$ cat src/dhs_pkg.sv
// constants shared by the tone transceiver sequencer block
package dhs_pkg;
   localparam int CLK_HZ = 50_000_000;
   localparam int TICK_MS = 1;
   localparam int TICK_CYC = CLK_HZ / 1000 * TICK_MS;
   localparam int BURST_MS = 50;
   localparam int READY_MS = 100;
   localparam int READY_EXT_MS = 200;
   localparam logic [7:0] PHASE_MS = 8'(BURST_MS);
   localparam logic [7:0] PHASE_EXT_MS = 8'(READY_EXT_MS / 2);
   localparam logic [4:0] OFS_TX_DATA = 5'h00;
   localparam logic [4:0] OFS_RX_DATA = 5'h04;
   localparam logic [4:0] OFS_CONTROL = 5'h08;
   localparam logic [4:0] OFS_STATUS = 5'h0C;
   localparam logic [4:0] OFS_IRQ_STATUS = 5'h10;
   localparam logic [4:0] OFS_IRQ_CLEAR = 5'h14;
   localparam logic [4:0] OFS_IRQ_ENABLE = 5'h18;
   localparam int CA_TONE_EN = 0;
   localparam int CA_PROGRESS = 1;
   localparam int CA_IRQ_EN = 2;
   localparam int CA_SELECT_B = 3;
   localparam int CB_BURST_N = 0;
   localparam int CB_TEST = 1;
   localparam int CB_SINGLE = 2;
   localparam int CB_COLUMN = 3;
   localparam int ST_IRQ = 0;
   localparam int ST_TX_EMPTY = 1;
   localparam int ST_RX_FULL = 2;
   localparam int ST_STEER = 3;
   localparam int EV_TX_READY = 0;
   localparam int EV_RX_FULL = 1;
   localparam logic [3:0] CTRL_A_RST = 4'h0;
   localparam logic [3:0] CTRL_B_RST = 4'h0;
   localparam logic [3:0] CODE_RST = 4'h0;
   localparam logic [1:0] EV_RST = 2'h0;
   typedef enum logic [2:0]
   {
      TX_IDLE = 3'b001,
      TX_BURST = 3'b010,
      TX_PAUSE = 3'b100
   } dhs_tx_state_type;
endpackage : dhs_pkg

$ cat src/dhs_sequencer.sv
// tone transceiver control core: registers, burst timer, flags and interrupt pin
`timescale 1ns/1ps
module dhs_sequencer
   import dhs_pkg::*;
#(
   parameter int TICK_CYCLES = TICK_CYC
)
(
   // clock and reset
   input wire logic clk,
   input wire logic reset,
   // avalon-mm slave
   input wire logic [4:0] address,
   input wire logic read,
   input wire logic write,
   input wire logic [31:0] writedata,
   output logic [31:0] readdata,
   output logic waitrequest,
   // receiver side, same clock
   input wire logic rx_valid,
   input wire logic [3:0] rx_code,
   input wire logic steering_delayed,
   // call progress comparator pin
   input wire logic progress_tone_in,
   // transmitter side
   output logic tone_on,
   output logic [3:0] tone_code,
   output logic tone_single,
   output logic tone_column,
   // interrupts
   output logic interrupt_or_progress_out_n,
   output logic irq
);

   logic waitrequest_r, waitrequest_nxt;
   logic [31:0] readdata_r, readdata_nxt;
   logic [3:0] ctrl_a_r, ctrl_a_nxt;
   logic [3:0] ctrl_b_r, ctrl_b_nxt;
   logic second_control_select_r, second_control_select_nxt;
   logic [3:0] tx_code_r, tx_code_nxt;
   logic [3:0] rx_code_r, rx_code_nxt;
   logic tx_empty_r, tx_empty_nxt;
   logic rx_full_r, rx_full_nxt;
   logic [1:0] ev_stat_r, ev_stat_nxt;
   logic [1:0] ev_en_r, ev_en_nxt;
   logic irq_r, irq_nxt;
   logic pin_r, pin_nxt;
   logic tone_on_r, tone_on_nxt;
   dhs_tx_state_type state_r, state_nxt;
   logic [31:0] tick_cnt_r, tick_cnt_nxt;
   logic tick_r, tick_nxt;
   logic [7:0] ms_cnt_r, ms_cnt_nxt;
   logic [2:0] cp_sync_r;
   logic cp_level_r, cp_level_nxt;
   logic wr_done, rd_done, tx_wr, status_rd, ready_evt, rx_evt, burst_mode;
   logic [7:0] phase_len;

   // bus handshake: one wait cycle, then completion
   assign wr_done = write && !waitrequest_r;
   assign rd_done = read && !waitrequest_r;
   assign tx_wr = wr_done && (address == OFS_TX_DATA);
   assign status_rd = rd_done && (address == OFS_STATUS);
   assign burst_mode = !ctrl_b_r[CB_BURST_N];
   // call progress doubles both the burst and the pause
   assign phase_len = ctrl_a_r[CA_PROGRESS] ? PHASE_EXT_MS : PHASE_MS;
   assign rx_evt = rx_valid;

   always_comb
   begin
      waitrequest_nxt = !((read || write) && waitrequest_r);
      readdata_nxt = readdata_r;
      if ((read || write) && waitrequest_r)
      begin
         case (address)
            OFS_TX_DATA: readdata_nxt = {28'h000_0000, tx_code_r};
            OFS_RX_DATA: readdata_nxt = {28'h000_0000, rx_code_r};
            OFS_CONTROL: readdata_nxt = {24'h00_0000, ctrl_b_r, ctrl_a_r};
            OFS_STATUS: readdata_nxt = {28'h000_0000, steering_delayed, rx_full_r,
                                        tx_empty_r, tx_empty_r || rx_full_r};
            OFS_IRQ_STATUS: readdata_nxt = {30'h0000_0000, ev_stat_r};
            OFS_IRQ_ENABLE: readdata_nxt = {30'h0000_0000, ev_en_r};
            default: readdata_nxt = 32'h0000_0000;
         endcase
      end
   end

   always_ff @(posedge clk)
   begin
      if (reset)
      begin
         waitrequest_r <= 1'b1;
         readdata_r <= 32'h0000_0000;
      end
      else
      begin
         waitrequest_r <= waitrequest_nxt;
         readdata_r <= readdata_nxt;
      end
   end

   // control registers and software event registers
   always_comb
   begin
      ctrl_a_nxt = ctrl_a_r;
      ctrl_b_nxt = ctrl_b_r;
      second_control_select_nxt = second_control_select_r;
      tx_code_nxt = tx_code_r;
      ev_en_nxt = ev_en_r;
      if (wr_done && address == OFS_CONTROL)
      begin
         // select is one-shot: the write after control B returns to control A
         if (second_control_select_r)
         begin
            ctrl_b_nxt = writedata[3:0];
            second_control_select_nxt = 1'b0;
         end
         else
         begin
            ctrl_a_nxt = writedata[3:0];
            second_control_select_nxt = writedata[CA_SELECT_B];
         end
      end
      if (tx_wr)
      begin
         tx_code_nxt = writedata[3:0];
      end
      if (wr_done && address == OFS_IRQ_ENABLE)
      begin
         ev_en_nxt = writedata[1:0];
      end
   end

   always_ff @(posedge clk)
   begin
      if (reset)
      begin
         ctrl_a_r <= CTRL_A_RST;
         ctrl_b_r <= CTRL_B_RST;
         second_control_select_r <= 1'b0;
         tx_code_r <= CODE_RST;
         ev_en_r <= EV_RST;
      end
      else
      begin
         ctrl_a_r <= ctrl_a_nxt;
         ctrl_b_r <= ctrl_b_nxt;
         second_control_select_r <= second_control_select_nxt;
         tx_code_r <= tx_code_nxt;
         ev_en_r <= ev_en_nxt;
      end
   end

   // millisecond tick and burst/pause sequencer
   always_comb
   begin
      tick_nxt = 1'b0;
      tick_cnt_nxt = tick_cnt_r + 32'h0000_0001;
      if (tick_cnt_r == 32'(TICK_CYCLES - 1))
      begin
         tick_cnt_nxt = 32'h0000_0000;
         tick_nxt = 1'b1;
      end
      state_nxt = state_r;
      ms_cnt_nxt = ms_cnt_r;
      ready_evt = 1'b0;
      tone_on_nxt = 1'b0;
      case (state_r)
         TX_IDLE:
         begin
            // free-running tone in non-burst mode
            tone_on_nxt = !burst_mode && ctrl_a_r[CA_TONE_EN];
         end
         TX_BURST:
         begin
            tone_on_nxt = ctrl_a_r[CA_TONE_EN];
            if (tick_r)
            begin
               ms_cnt_nxt = ms_cnt_r + 8'h01;
               if (ms_cnt_r + 8'h01 >= phase_len)
               begin
                  ms_cnt_nxt = 8'h00;
                  state_nxt = TX_PAUSE;
                  tone_on_nxt = 1'b0;
               end
            end
         end
         TX_PAUSE:
         begin
            if (tick_r)
            begin
               ms_cnt_nxt = ms_cnt_r + 8'h01;
               if (ms_cnt_r + 8'h01 >= phase_len)
               begin
                  ms_cnt_nxt = 8'h00;
                  state_nxt = TX_IDLE;
                  ready_evt = 1'b1;
               end
            end
         end
         default:
         begin
            state_nxt = TX_IDLE;
         end
      endcase
      // a new digit restarts the burst; tick phase restarts so timing is whole ms
      if (tx_wr && burst_mode)
      begin
         state_nxt = TX_BURST;
         ms_cnt_nxt = 8'h00;
         tick_cnt_nxt = 32'h0000_0000;
         tick_nxt = 1'b0;
         tone_on_nxt = ctrl_a_r[CA_TONE_EN];
         ready_evt = 1'b0;
      end
      if (!burst_mode && state_r != TX_IDLE)
      begin
         state_nxt = TX_IDLE;
         ms_cnt_nxt = 8'h00;
      end
   end

   always_ff @(posedge clk)
   begin
      if (reset)
      begin
         state_r <= TX_IDLE;
         tick_cnt_r <= 32'h0000_0000;
         tick_r <= 1'b0;
         ms_cnt_r <= 8'h00;
         tone_on_r <= 1'b0;
      end
      else
      begin
         state_r <= state_nxt;
         tick_cnt_r <= tick_cnt_nxt;
         tick_r <= tick_nxt;
         ms_cnt_r <= ms_cnt_nxt;
         tone_on_r <= tone_on_nxt;
      end
   end

   // flags: a set beats a clear; a read clears only what its data reported
   always_comb
   begin
      tx_empty_nxt = tx_empty_r;
      rx_full_nxt = rx_full_r;
      rx_code_nxt = rx_code_r;
      ev_stat_nxt = ev_stat_r;
      if ((status_rd && readdata_r[ST_TX_EMPTY]) || !burst_mode || tx_wr)
      begin
         tx_empty_nxt = 1'b0;
      end
      if (ready_evt)
      begin
         tx_empty_nxt = 1'b1;
      end
      if (status_rd && readdata_r[ST_RX_FULL])
      begin
         rx_full_nxt = 1'b0;
      end
      if (rx_evt)
      begin
         rx_full_nxt = 1'b1;
         rx_code_nxt = rx_code;
      end
      if (wr_done && address == OFS_IRQ_CLEAR)
      begin
         ev_stat_nxt = ev_stat_r & ~writedata[1:0];
      end
      if (ready_evt)
      begin
         ev_stat_nxt[EV_TX_READY] = 1'b1;
      end
      if (rx_evt)
      begin
         ev_stat_nxt[EV_RX_FULL] = 1'b1;
      end
      irq_nxt = |(ev_stat_nxt & ev_en_nxt);
      // progress mode shows the filter output, test mode the inverted steering
      if (ctrl_a_r[CA_PROGRESS])
      begin
         pin_nxt = cp_level_r;
      end
      else if (ctrl_b_r[CB_TEST])
      begin
         pin_nxt = !steering_delayed;
      end
      else
      begin
         pin_nxt = !(ctrl_a_r[CA_IRQ_EN] && (tx_empty_nxt || rx_full_nxt));
      end
      // pin change counts only when the second and third stages agree
      cp_level_nxt = (cp_sync_r[1] == cp_sync_r[2]) ? cp_sync_r[2] : cp_level_r;
   end

   always_ff @(posedge clk)
   begin
      if (reset)
      begin
         tx_empty_r <= 1'b0;
         rx_full_r <= 1'b0;
         rx_code_r <= CODE_RST;
         ev_stat_r <= EV_RST;
         irq_r <= 1'b0;
         pin_r <= 1'b1;
         cp_sync_r <= 3'h0;
         cp_level_r <= 1'b0;
      end
      else
      begin
         tx_empty_r <= tx_empty_nxt;
         rx_full_r <= rx_full_nxt;
         rx_code_r <= rx_code_nxt;
         ev_stat_r <= ev_stat_nxt;
         irq_r <= irq_nxt;
         pin_r <= pin_nxt;
         cp_sync_r <= {cp_sync_r[1:0], progress_tone_in};
         cp_level_r <= cp_level_nxt;
      end
   end

   assign readdata = readdata_r;
   assign waitrequest = waitrequest_r;
   assign tone_on = tone_on_r;
   assign tone_code = tx_code_r;
   assign tone_single = ctrl_b_r[CB_SINGLE];
   assign tone_column = ctrl_b_r[CB_COLUMN];
   assign interrupt_or_progress_out_n = pin_r;
   assign irq = irq_r;

endmodule : dhs_sequencer

$ cat config.mk
export PLATFORM = sky130hd
export DESIGN_NAME = dhs_sequencer
export DESIGN_NICKNAME = d
export VERILOG_FILES = /design/src/dhs_pkg.sv /design/src/dhs_sequencer.sv
export SDC_FILE = /design/constraint.sdc
export NUM_CORES = 1
export LEC_CHECK = 0
export ABC_AREA = 1
export BUFFER_PORTS_ARGS = -buffer_cell sky130_fd_sc_hd__buf_2
export CAP_MARGIN = 40
export CORE_ASPECT_RATIO = 0.6
export CORE_UTILIZATION = 45
export CTS_CLUSTER_DIAMETER = 120
export DETAILED_ROUTE_END_ITERATION = 8
export PLACE_DENSITY = 0.67
export SETUP_SLACK_MARGIN = 0.4
export SLEW_MARGIN = 20
export SYNTH_ARGS = -nofsm -noshare
export SYNTH_HDL_FRONTEND = slang
export SYNTH_SLANG_ARGS = --single-unit
$ cat constraint.sdc
create_clock -name clk -period 2.5 [get_ports clk]
set_clock_uncertainty 0.1 [all_clocks]
set_input_delay 0.25 -clock clk [delete_from_list [all_inputs] [get_ports clk]]
set_output_delay 0.25 -clock clk [all_outputs]
set_load 0.05 [all_outputs]
==> summary.txt, run 1 <==
Outcome
  • Run status: completed

Die
  • Num ports: 90
  • Site Rows: 26
  • Die area: 9720 um^2
  • Initial Utilization: 47.74%
  • Die Y: 76.77 um
  • Core area: 8783 um^2
  • Die Width: 126.6 um

CTS
  • Hold buffer count at CTS: 0
  • Max H-tree Level: 3
  • CTS root buf: clkbuf_16
  • Clk_lat worst skew: 340 ps
  • Clock Pin Slew Worst Setup and Hold Paths: 60 ps
  • TritonCTS Buffers: 9
  • Max Root-Sink Buffers: 2
  • CTS tree: yes
  • Number of clock sinks: 83

Logic synthesis
  • Post-synthesis cell area: 4193 um^2
  • Synth cell types: 40
  • Post-Synthesis Cells: 587
  • Asr flop ratio synth: 0%
  • Main synth FF type: dfxtp_1
  • Register bit total from synthesis: 83
  • Register area share after synthesis: 39.63%
  • Area leader, netlist: dfxtp_1
  • Syn. warnings: 0
  • Top cells by area, synth: dfxtp_1 40%, nand2_1 10%, inv_1 7.0%, nor2_1 6.2%, a21oi_1 5.4%
  • Post-synth EDFFs: 0
  • Share of the synthesized area in the top cell type: 39.63%
  • Syn_area_per_cell: 7.143 um^2

Flow run
  • Max-capacitance violation count: 0

Cells and area
  • Commonest cells after routing, fill and taps aside: 109 x nand2_1, 80 x dfxtp_1, 75 x inv_1
  • Layout area overhead: 17.52%
  • Layout cells sized above 1: 19.10%
  • Commonest non-fill, non-tap cell in the layout: nand2_1
  • Final core occ: 56.10%
  • ANT cells: 0
  • Final std cells w/o fill: 756
  • Fin nets: 693

Critical path
  • Register-to-Register Path Depth: 13
  • Cell family with most CP delay: simple AND/OR/NAND/NOR gates
  • Critical Path AT: 2250 ps
  • Crit Path Class: flop to flop
  • CP max stage delay: 350 ps
  • CP Launch Type: flop
  • Capturing element type of the critical path: flop
  • Critical Path Stages: 13
  • Worst R2R End: ms_cnt_r[2]
  • Start of the worst register-to-register path: ms_cnt_r[0]
  • CP bufs+invs: 2
  • Req. time, crit path: 2670 ps
  • Crit path cell chain: ha_4, nand2_4, inv_4, a31oi_4, a31oi_4, ha_1, inv_1, nor2_1, nor2_2, nand2_4, nor2_4, nand2_1, a21oi_1
  • CP max FO: 6
  • Crit path launch: ms_cnt_r[0]
  • R2R Setup Slk: 410 ps
  • Slowest stage cell on the critical path: dfxtp_2

Power
  • Leakage: 0.002201 uW
  • Sw frac: 24.61%
  • PD cells: 598.8 nW/um^2
  • Reg power frac: 45.9%
  • Clk pwr share: 46.0%
  • Comb pwr share: 8.1%
  • Worst-case vdd ir drop: 0.0003290 V
  • NetSw: 726.1 uW
  • Internal cell power: 2224 uW

Timing
  • RSZ-0062 raised after global routing: yes
  • Final Max Tran Viols: 0
  • Final setup viols: 0
  • Worst-margin pin slew: 858.3 ps
  • Final Cycle Share: 83.49%
  • Setup total negative slack: 0 ps
  • Slew margin rel.: 42.40%
  • Final hold violation count: 0
  • Tmin final: 2087 ps
  • Highest clock rate: 0.4791 GHz
  • Worst hold slack: 16.65 ps

Drt
  • Via count: 3818
  • DRC viols: 0
  • Final ANT Viol Nets: 0
  • Avg WL per Cell: 13.14 um
  • DR iter-0 viols: 367
  • DR vias/cell: 5.050
  • DRT Pass-1 Iters: 6
  • Final WL: 9937 um

Global route
  • First-pass GRT wire length: 16660 um
  • Largest net degree at the start of global routing: 15
  • Initial antenna violation count: 0
  • GRT Total Usage: 21.72%
  • Vias in the first global route: 3464
  • Total gr overflow: 0

Place
  • Cells after DPL: 735
  • IO Port Bufs: 37
  • GPL Wtd Cong: 0.8742
  • DP HPWL: 7337 um

Hold path
  • Hold Path Class: input port to flop
  • Min-delay src: progress_tone_in
  • WHS Path Cells: 3
  • Hold EP: cp_sync_r[0]
==> flip-flops by register name, summed over array words and instances (netlist names) <==
| register | count |
|---|---|
| cp_level_r | 1 |
| cp_sync_r | 3 |
| ctrl_a_r | 4 |
| ctrl_b_r | 4 |
| ev_en_r | 2 |
| ev_stat_r | 2 |
| interrupt_or_progress_out_n | 1 |
| irq | 1 |
| ms_cnt_r | 8 |
| readdata | 8 |
| rx_code_r | 4 |
| rx_full_r | 1 |
| second_control_select_r | 1 |
| state_r | 3 |
| tick_cnt_r | 32 |
| tick_r | 1 |
| tone_code | 4 |
| tone_on | 1 |
| tx_empty_r | 1 |
| waitrequest | 1 |
==> power groups by stage <==
stage	clock (uW)	combinational (uW)	sequential, uW
floorplan	0	181	1410
global placement	0	227	1380
detailed placement	0	230	1380
CTS	1380	231	1350
global route	1440	257	1360
finish	1360	239	1360
==> per-layer routing <==
metal / wire length, um / GRT usage [%]
met5: 0 / 0
met4: 108 / 6.265
met3: 802 / 5.652
met1: 5118 / 32.10
met2: 3908 / 30.50
==> stage by stage <==
step	setup slack [ps]	power, uW	instance area (um^2)
after floorplan	540.4	1587	4279
after global placement	302.8	1610	4443
after detailed placement	267.9	1614	4443
after CTS	384.1	2967	4797
after global routing	281.3	3053	4927
final	412.9	2950	4927
==> worst reg2reg max path: stages (launching register included) <==
cell     delay [ps]
dfxtp_2         350
ha_4            150
nand2_4          70
inv_4           100
a31oi_4          80
a31oi_4         160
ha_1            240
inv_1            70
nor2_1           60
nor2_2          130
nand2_4         100
nor2_4          180
nand2_1          90
a21oi_1         130
==> what timing repair did <==
action,4_1_cts,5_1_grt
setup endpoints to repair,14,34
pin swaps,7,14
setup buffers,2,3
resized for setup,10,24
==> layout make-up <==
class,instances,area (um^2)
Clock buffer,13,260.3
Clock inverter,3,46.29
Fill cell,827,3856
Inverter,82,310.3
Multi-Input combinational cell,413,2206
Sequential cell,83,1665
Tap cell,112,140.1
Timing Repair Buffer,50,299.0
==> synth_stat cells, types with 2 or more instances <==
library cell,instances
o21ai_1,5
nand4_1,13
a21oi_1,45
nand2_4,4
a31oi_1,4
nor2_4,3
nor2_1,69
nand3_2,2
xnor2_1,2
nor3_4,2
nor3_1,26
inv_1,78
nand2_1,112
ha_1,6
buf_4,24
nor2_2,7
clkbuf_1,3
xor2_1,9
o21ai_0,31
inv_2,4
nor3_2,3
nand3_1,28
o21bai_1,2
nand2_2,5
buf_2,3
dfxtp_1,83
==> logic make-up (layout without fill, tap and decap cells) <==
group                      count (synthesis)  after routing  synth area share (%)
AOI/OAI and AO/OA                         92             92                 11.58
xor gates and xnor gates                  11             11                 2.298
adders and majority gates                  6              6                 1.790
buffers and inverters                    114            148                 12.62
DFF                                       83             83                 39.63
other                                      1             24               0.08944
and+or+nand+nor                          280            280                 31.99
==> worst max-delay path by stage <==
stage / to / slack [ps]
final: ms_cnt_r[2] / 410
after global placement: interrupt_or_progress_out_n / 300
after detailed placement: interrupt_or_progress_out_n / 270
after CTS: ms_cnt_r[4] / 380
after global routing: ms_cnt_r[2] / 280
after floorplan: interrupt_or_progress_out_n / 540
Power figures use the tool's default switching activity.
==> inputs of run 2 (changes only) <==
==> constraint.sdc (replaced) <==
create_clock -name clk -period 2.1 [get_ports clk]
set_clock_uncertainty 0.1 [all_clocks]
set_input_delay 0.21 -clock clk [delete_from_list [all_inputs] [get_ports clk]]
set_output_delay 0.21 -clock clk [all_outputs]
set_load 0.05 [all_outputs]
==> summary.txt, run 2 (synthesis gave the netlist of run 1 again) <==
Outcome
  • Run status: complete, but fails checks
  • Failing checks: setup timing

Hold path
  • Hold Path Class: input port to flop

Cells and area
  • Layout area overhead: 35.72%
  • Commonest non-fill, non-tap cell in the layout: nand2_1
  • Number of fill cells: 703 (-15%)
  • Max FFs per register: 32 (unchanged)
  • Top reg by flops: tick_cnt_r
  • Post-route cell area: 5690 um^2 (+15%)
  • Commonest cells after routing, fill and taps aside: 100 x nand2_1, 67 x dfxtp_1, 66 x inv_1
  • Fin nets: 731 (+5.5%)
  • ANT cells: 0 (unchanged)
  • Layout cells sized above 1: 34.80% (+16 points)

Global route
  • First-pass GRT wire length: 17260 um (+3.6%)
  • Vias in the first global route: 3602 (+4.0%)
  • Total gr overflow: 0 (unchanged)
  • GRT Total Usage: 22.39% (+0.67 points)
  • Largest net degree at the start of global routing: 19 (+4)
  • Initial antenna violation count: 0 (unchanged)

Place
  • Cell Area, Placed: 4519 um^2 (+1.7%)
  • GPL Wtd Cong: 0.8868 (+1.4%)
  • Setup slack at placement: 20.31 ps (-247.6 ps)
  • IO Port Bufs: 37 (unchanged)
  • DP HPWL: 7273 um (-0.87%)

Power
  • Leakage: 0.002558 uW (+16%)
  • Worst-case vdd ir drop: 0.0003702 V (+12%)
  • PD cells: 631.7 nW/um^2 (+5.5%)

Die
  • Die area: 9720 um^2 (unchanged)
  • Die Width: 126.6 um (unchanged)
  • Core area: 8783 um^2 (unchanged)
  • Initial Utilization: 47.74% (unchanged)
  • Die Y: 76.77 um (unchanged)
  • Site Rows: 26 (unchanged)
  • Num ports: 90 (unchanged)

Critical path
  • CP bufs+invs: 2 (unchanged)
  • Critical Path AT: 2240 ps (about the same)
  • Req. time, crit path: 2230 ps (-440 ps)
  • Crit path cell chain: ha_4, nand2_4, inv_4, a31oi_4, a31oi_2, ha_1, inv_2, nor2_1, nand2_1, nand2_4, nand3_4, nand3_2, nand2_1, nand2_1, nand2_1
  • Cell mode on critical path: nand2_1
  • Slowest stage cell on the critical path: dfxtp_2
  • Crit Path Class: flop to flop
  • CP Launch Type: flop
  • Capturing element type of the critical path: flop
  • Cell family with most CP delay: simple AND/OR/NAND/NOR gates
  • CP max FO: 5 (-1)
  • CP max stage delay: 330 ps (-20 ps)

Drt
  • Via count: 4145 (+8.6%)
  • DRT Pass-1 Iters: 6 (unchanged)
  • DR iter-0 viols: 429 (+17%)
  • Final WL: 12060 um (+21%)
  • DRC viols: 0 (unchanged)
  • DR vias/cell: 5.227 (+3.5%)
  • Avg WL per Cell: 15.21 um (+16%)
  • Final ANT Viol Nets: 0 (unchanged)

Timing
  • Tmin final: 2114 ps (+26.72 ps)
  • Worst-margin pin slew: 543.3 ps (-315.0 ps)
  • Final Max Tran Viols: 0 (unchanged)
  • Setup total negative slack: -24.51 ps (-24.51 ps)
  • Final Cycle Share: 100.7% (+17 points)
  • Fin worst setup slack: -13.86 ps (-426.7 ps)
  • Final setup viols: 3 (+3)
  • Highest clock rate: 0.4731 GHz (-1.3%)
  • Final hold violation count: 0 (unchanged)
  • RSZ-0062 raised after global routing: yes
  • Slew margin rel.: 63.78% (+21 points)

CTS
  • Max H-tree Level: 3 (unchanged)
  • Clk_lat worst skew: 340 ps (about the same)
  • Max Root-Sink Buffers: 2 (unchanged)
  • Number of clock sinks: 83 (unchanged)
  • CTS tree: yes
  • CTS root buf: clkbuf_16
  • TritonCTS Buffers: 9 (unchanged)
  • Clock Pin Slew Worst Setup and Hold Paths: 60 ps (about the same)

Flow run
  • Max-capacitance violation count: 0 (unchanged)
run 2: cell types whose count changed in the layout (fill, tap and decap cells not counted), moves of 10 or more:
cell     change
buf_4       +24
a21oi_1     -14
a21oi_2     +13
dfxtp_1     -13
nor2_4      +12
nor3_1      -11
nor2_1      -10
run 2: per-stage QoR:
stage / utilization (%) / hold slack, ps / total power (uW) / std cells
2_1_floorplan: - / 217.0 / 1889 / 610
3_3_place_gp: 51.45 / 296.0 / 1918 / 742
3_5_place_dp: 51.45 / 296.7 / 1921 / 742
4_1_cts: 58.21 / 1.985 / 3529 / 778
5_1_grt: 64.79 / 22.29 / 3705 / 793
6_report: 64.79 / 7.252 / 3595 / 793
run 2: area by class of cell:
| type | instances | area, um^2 | area share [%] |
|---|---|---|---|
| inverters | 82 | 319.1 | 5.607 |
| clock buffers | 11 | 252.7 | 4.442 |
| clock inverters | 4 | 50.05 | 0.8795 |
| flip-flops and latches | 83 | 1694 | 29.77 |
| multi-input cells | 413 | 2574 | 45.23 |
| well taps | 112 | 140.1 | 2.463 |
| repair buffers | 88 | 660.6 | 11.61 |
run 2: layer usage:
| metal | vias to the layer above | global-route usage (%) | share of wire (%) |
|---|---|---|---|
| met1 | 1914 | 32.02 | 46 |
| met5 | - | 0 | 0 |
| met2 | 176 | 31.93 | 44 |
| met4 | 0 | 5.422 | 1.6 |
| li1 | 2029 | - | - |
| met3 | 26 | 7.537 | 8.9 |
run 2: final timing paths:
check             cells after the start         start                     endpoint  slack (ps)
setup / recovery                     15   ms_cnt_r[1]  interrupt_or_progress_out_n         -10
hold / removal                        3    rx_code[3]                 rx_code_r[3]           7
setup reg to reg                     15   ms_cnt_r[1]  interrupt_or_progress_out_n         -10
hold reg to reg                       2  cp_sync_r[0]                 cp_sync_r[1]         310
run 2: worst min-delay path: cells and delay by family:
kind / cells / cell delay [ps]
buf+inv: 1 / 80
simple gates: 2 / 120
run 2: power by group:
| part | leakage (uW) | switching, uW | total, uW | internal (uW) |
|---|---|---|---|---|
| Clock | 0.000144 | 648 | 1630 | 978 |
| Combinational | 0.00173 | 253 | 352 | 98.9 |
| Sequential | 0.000681 | 20.4 | 1620 | 1600 |
run 2: what timing repair did:
item,CTS,global route
cloned,0,1
hold buffers,2,0
setup endpoints to repair,45,50
hold endpoints to repair,2,0
pin swaps,11,32
gates resized for setup,36,116
buffers inserted,19,14
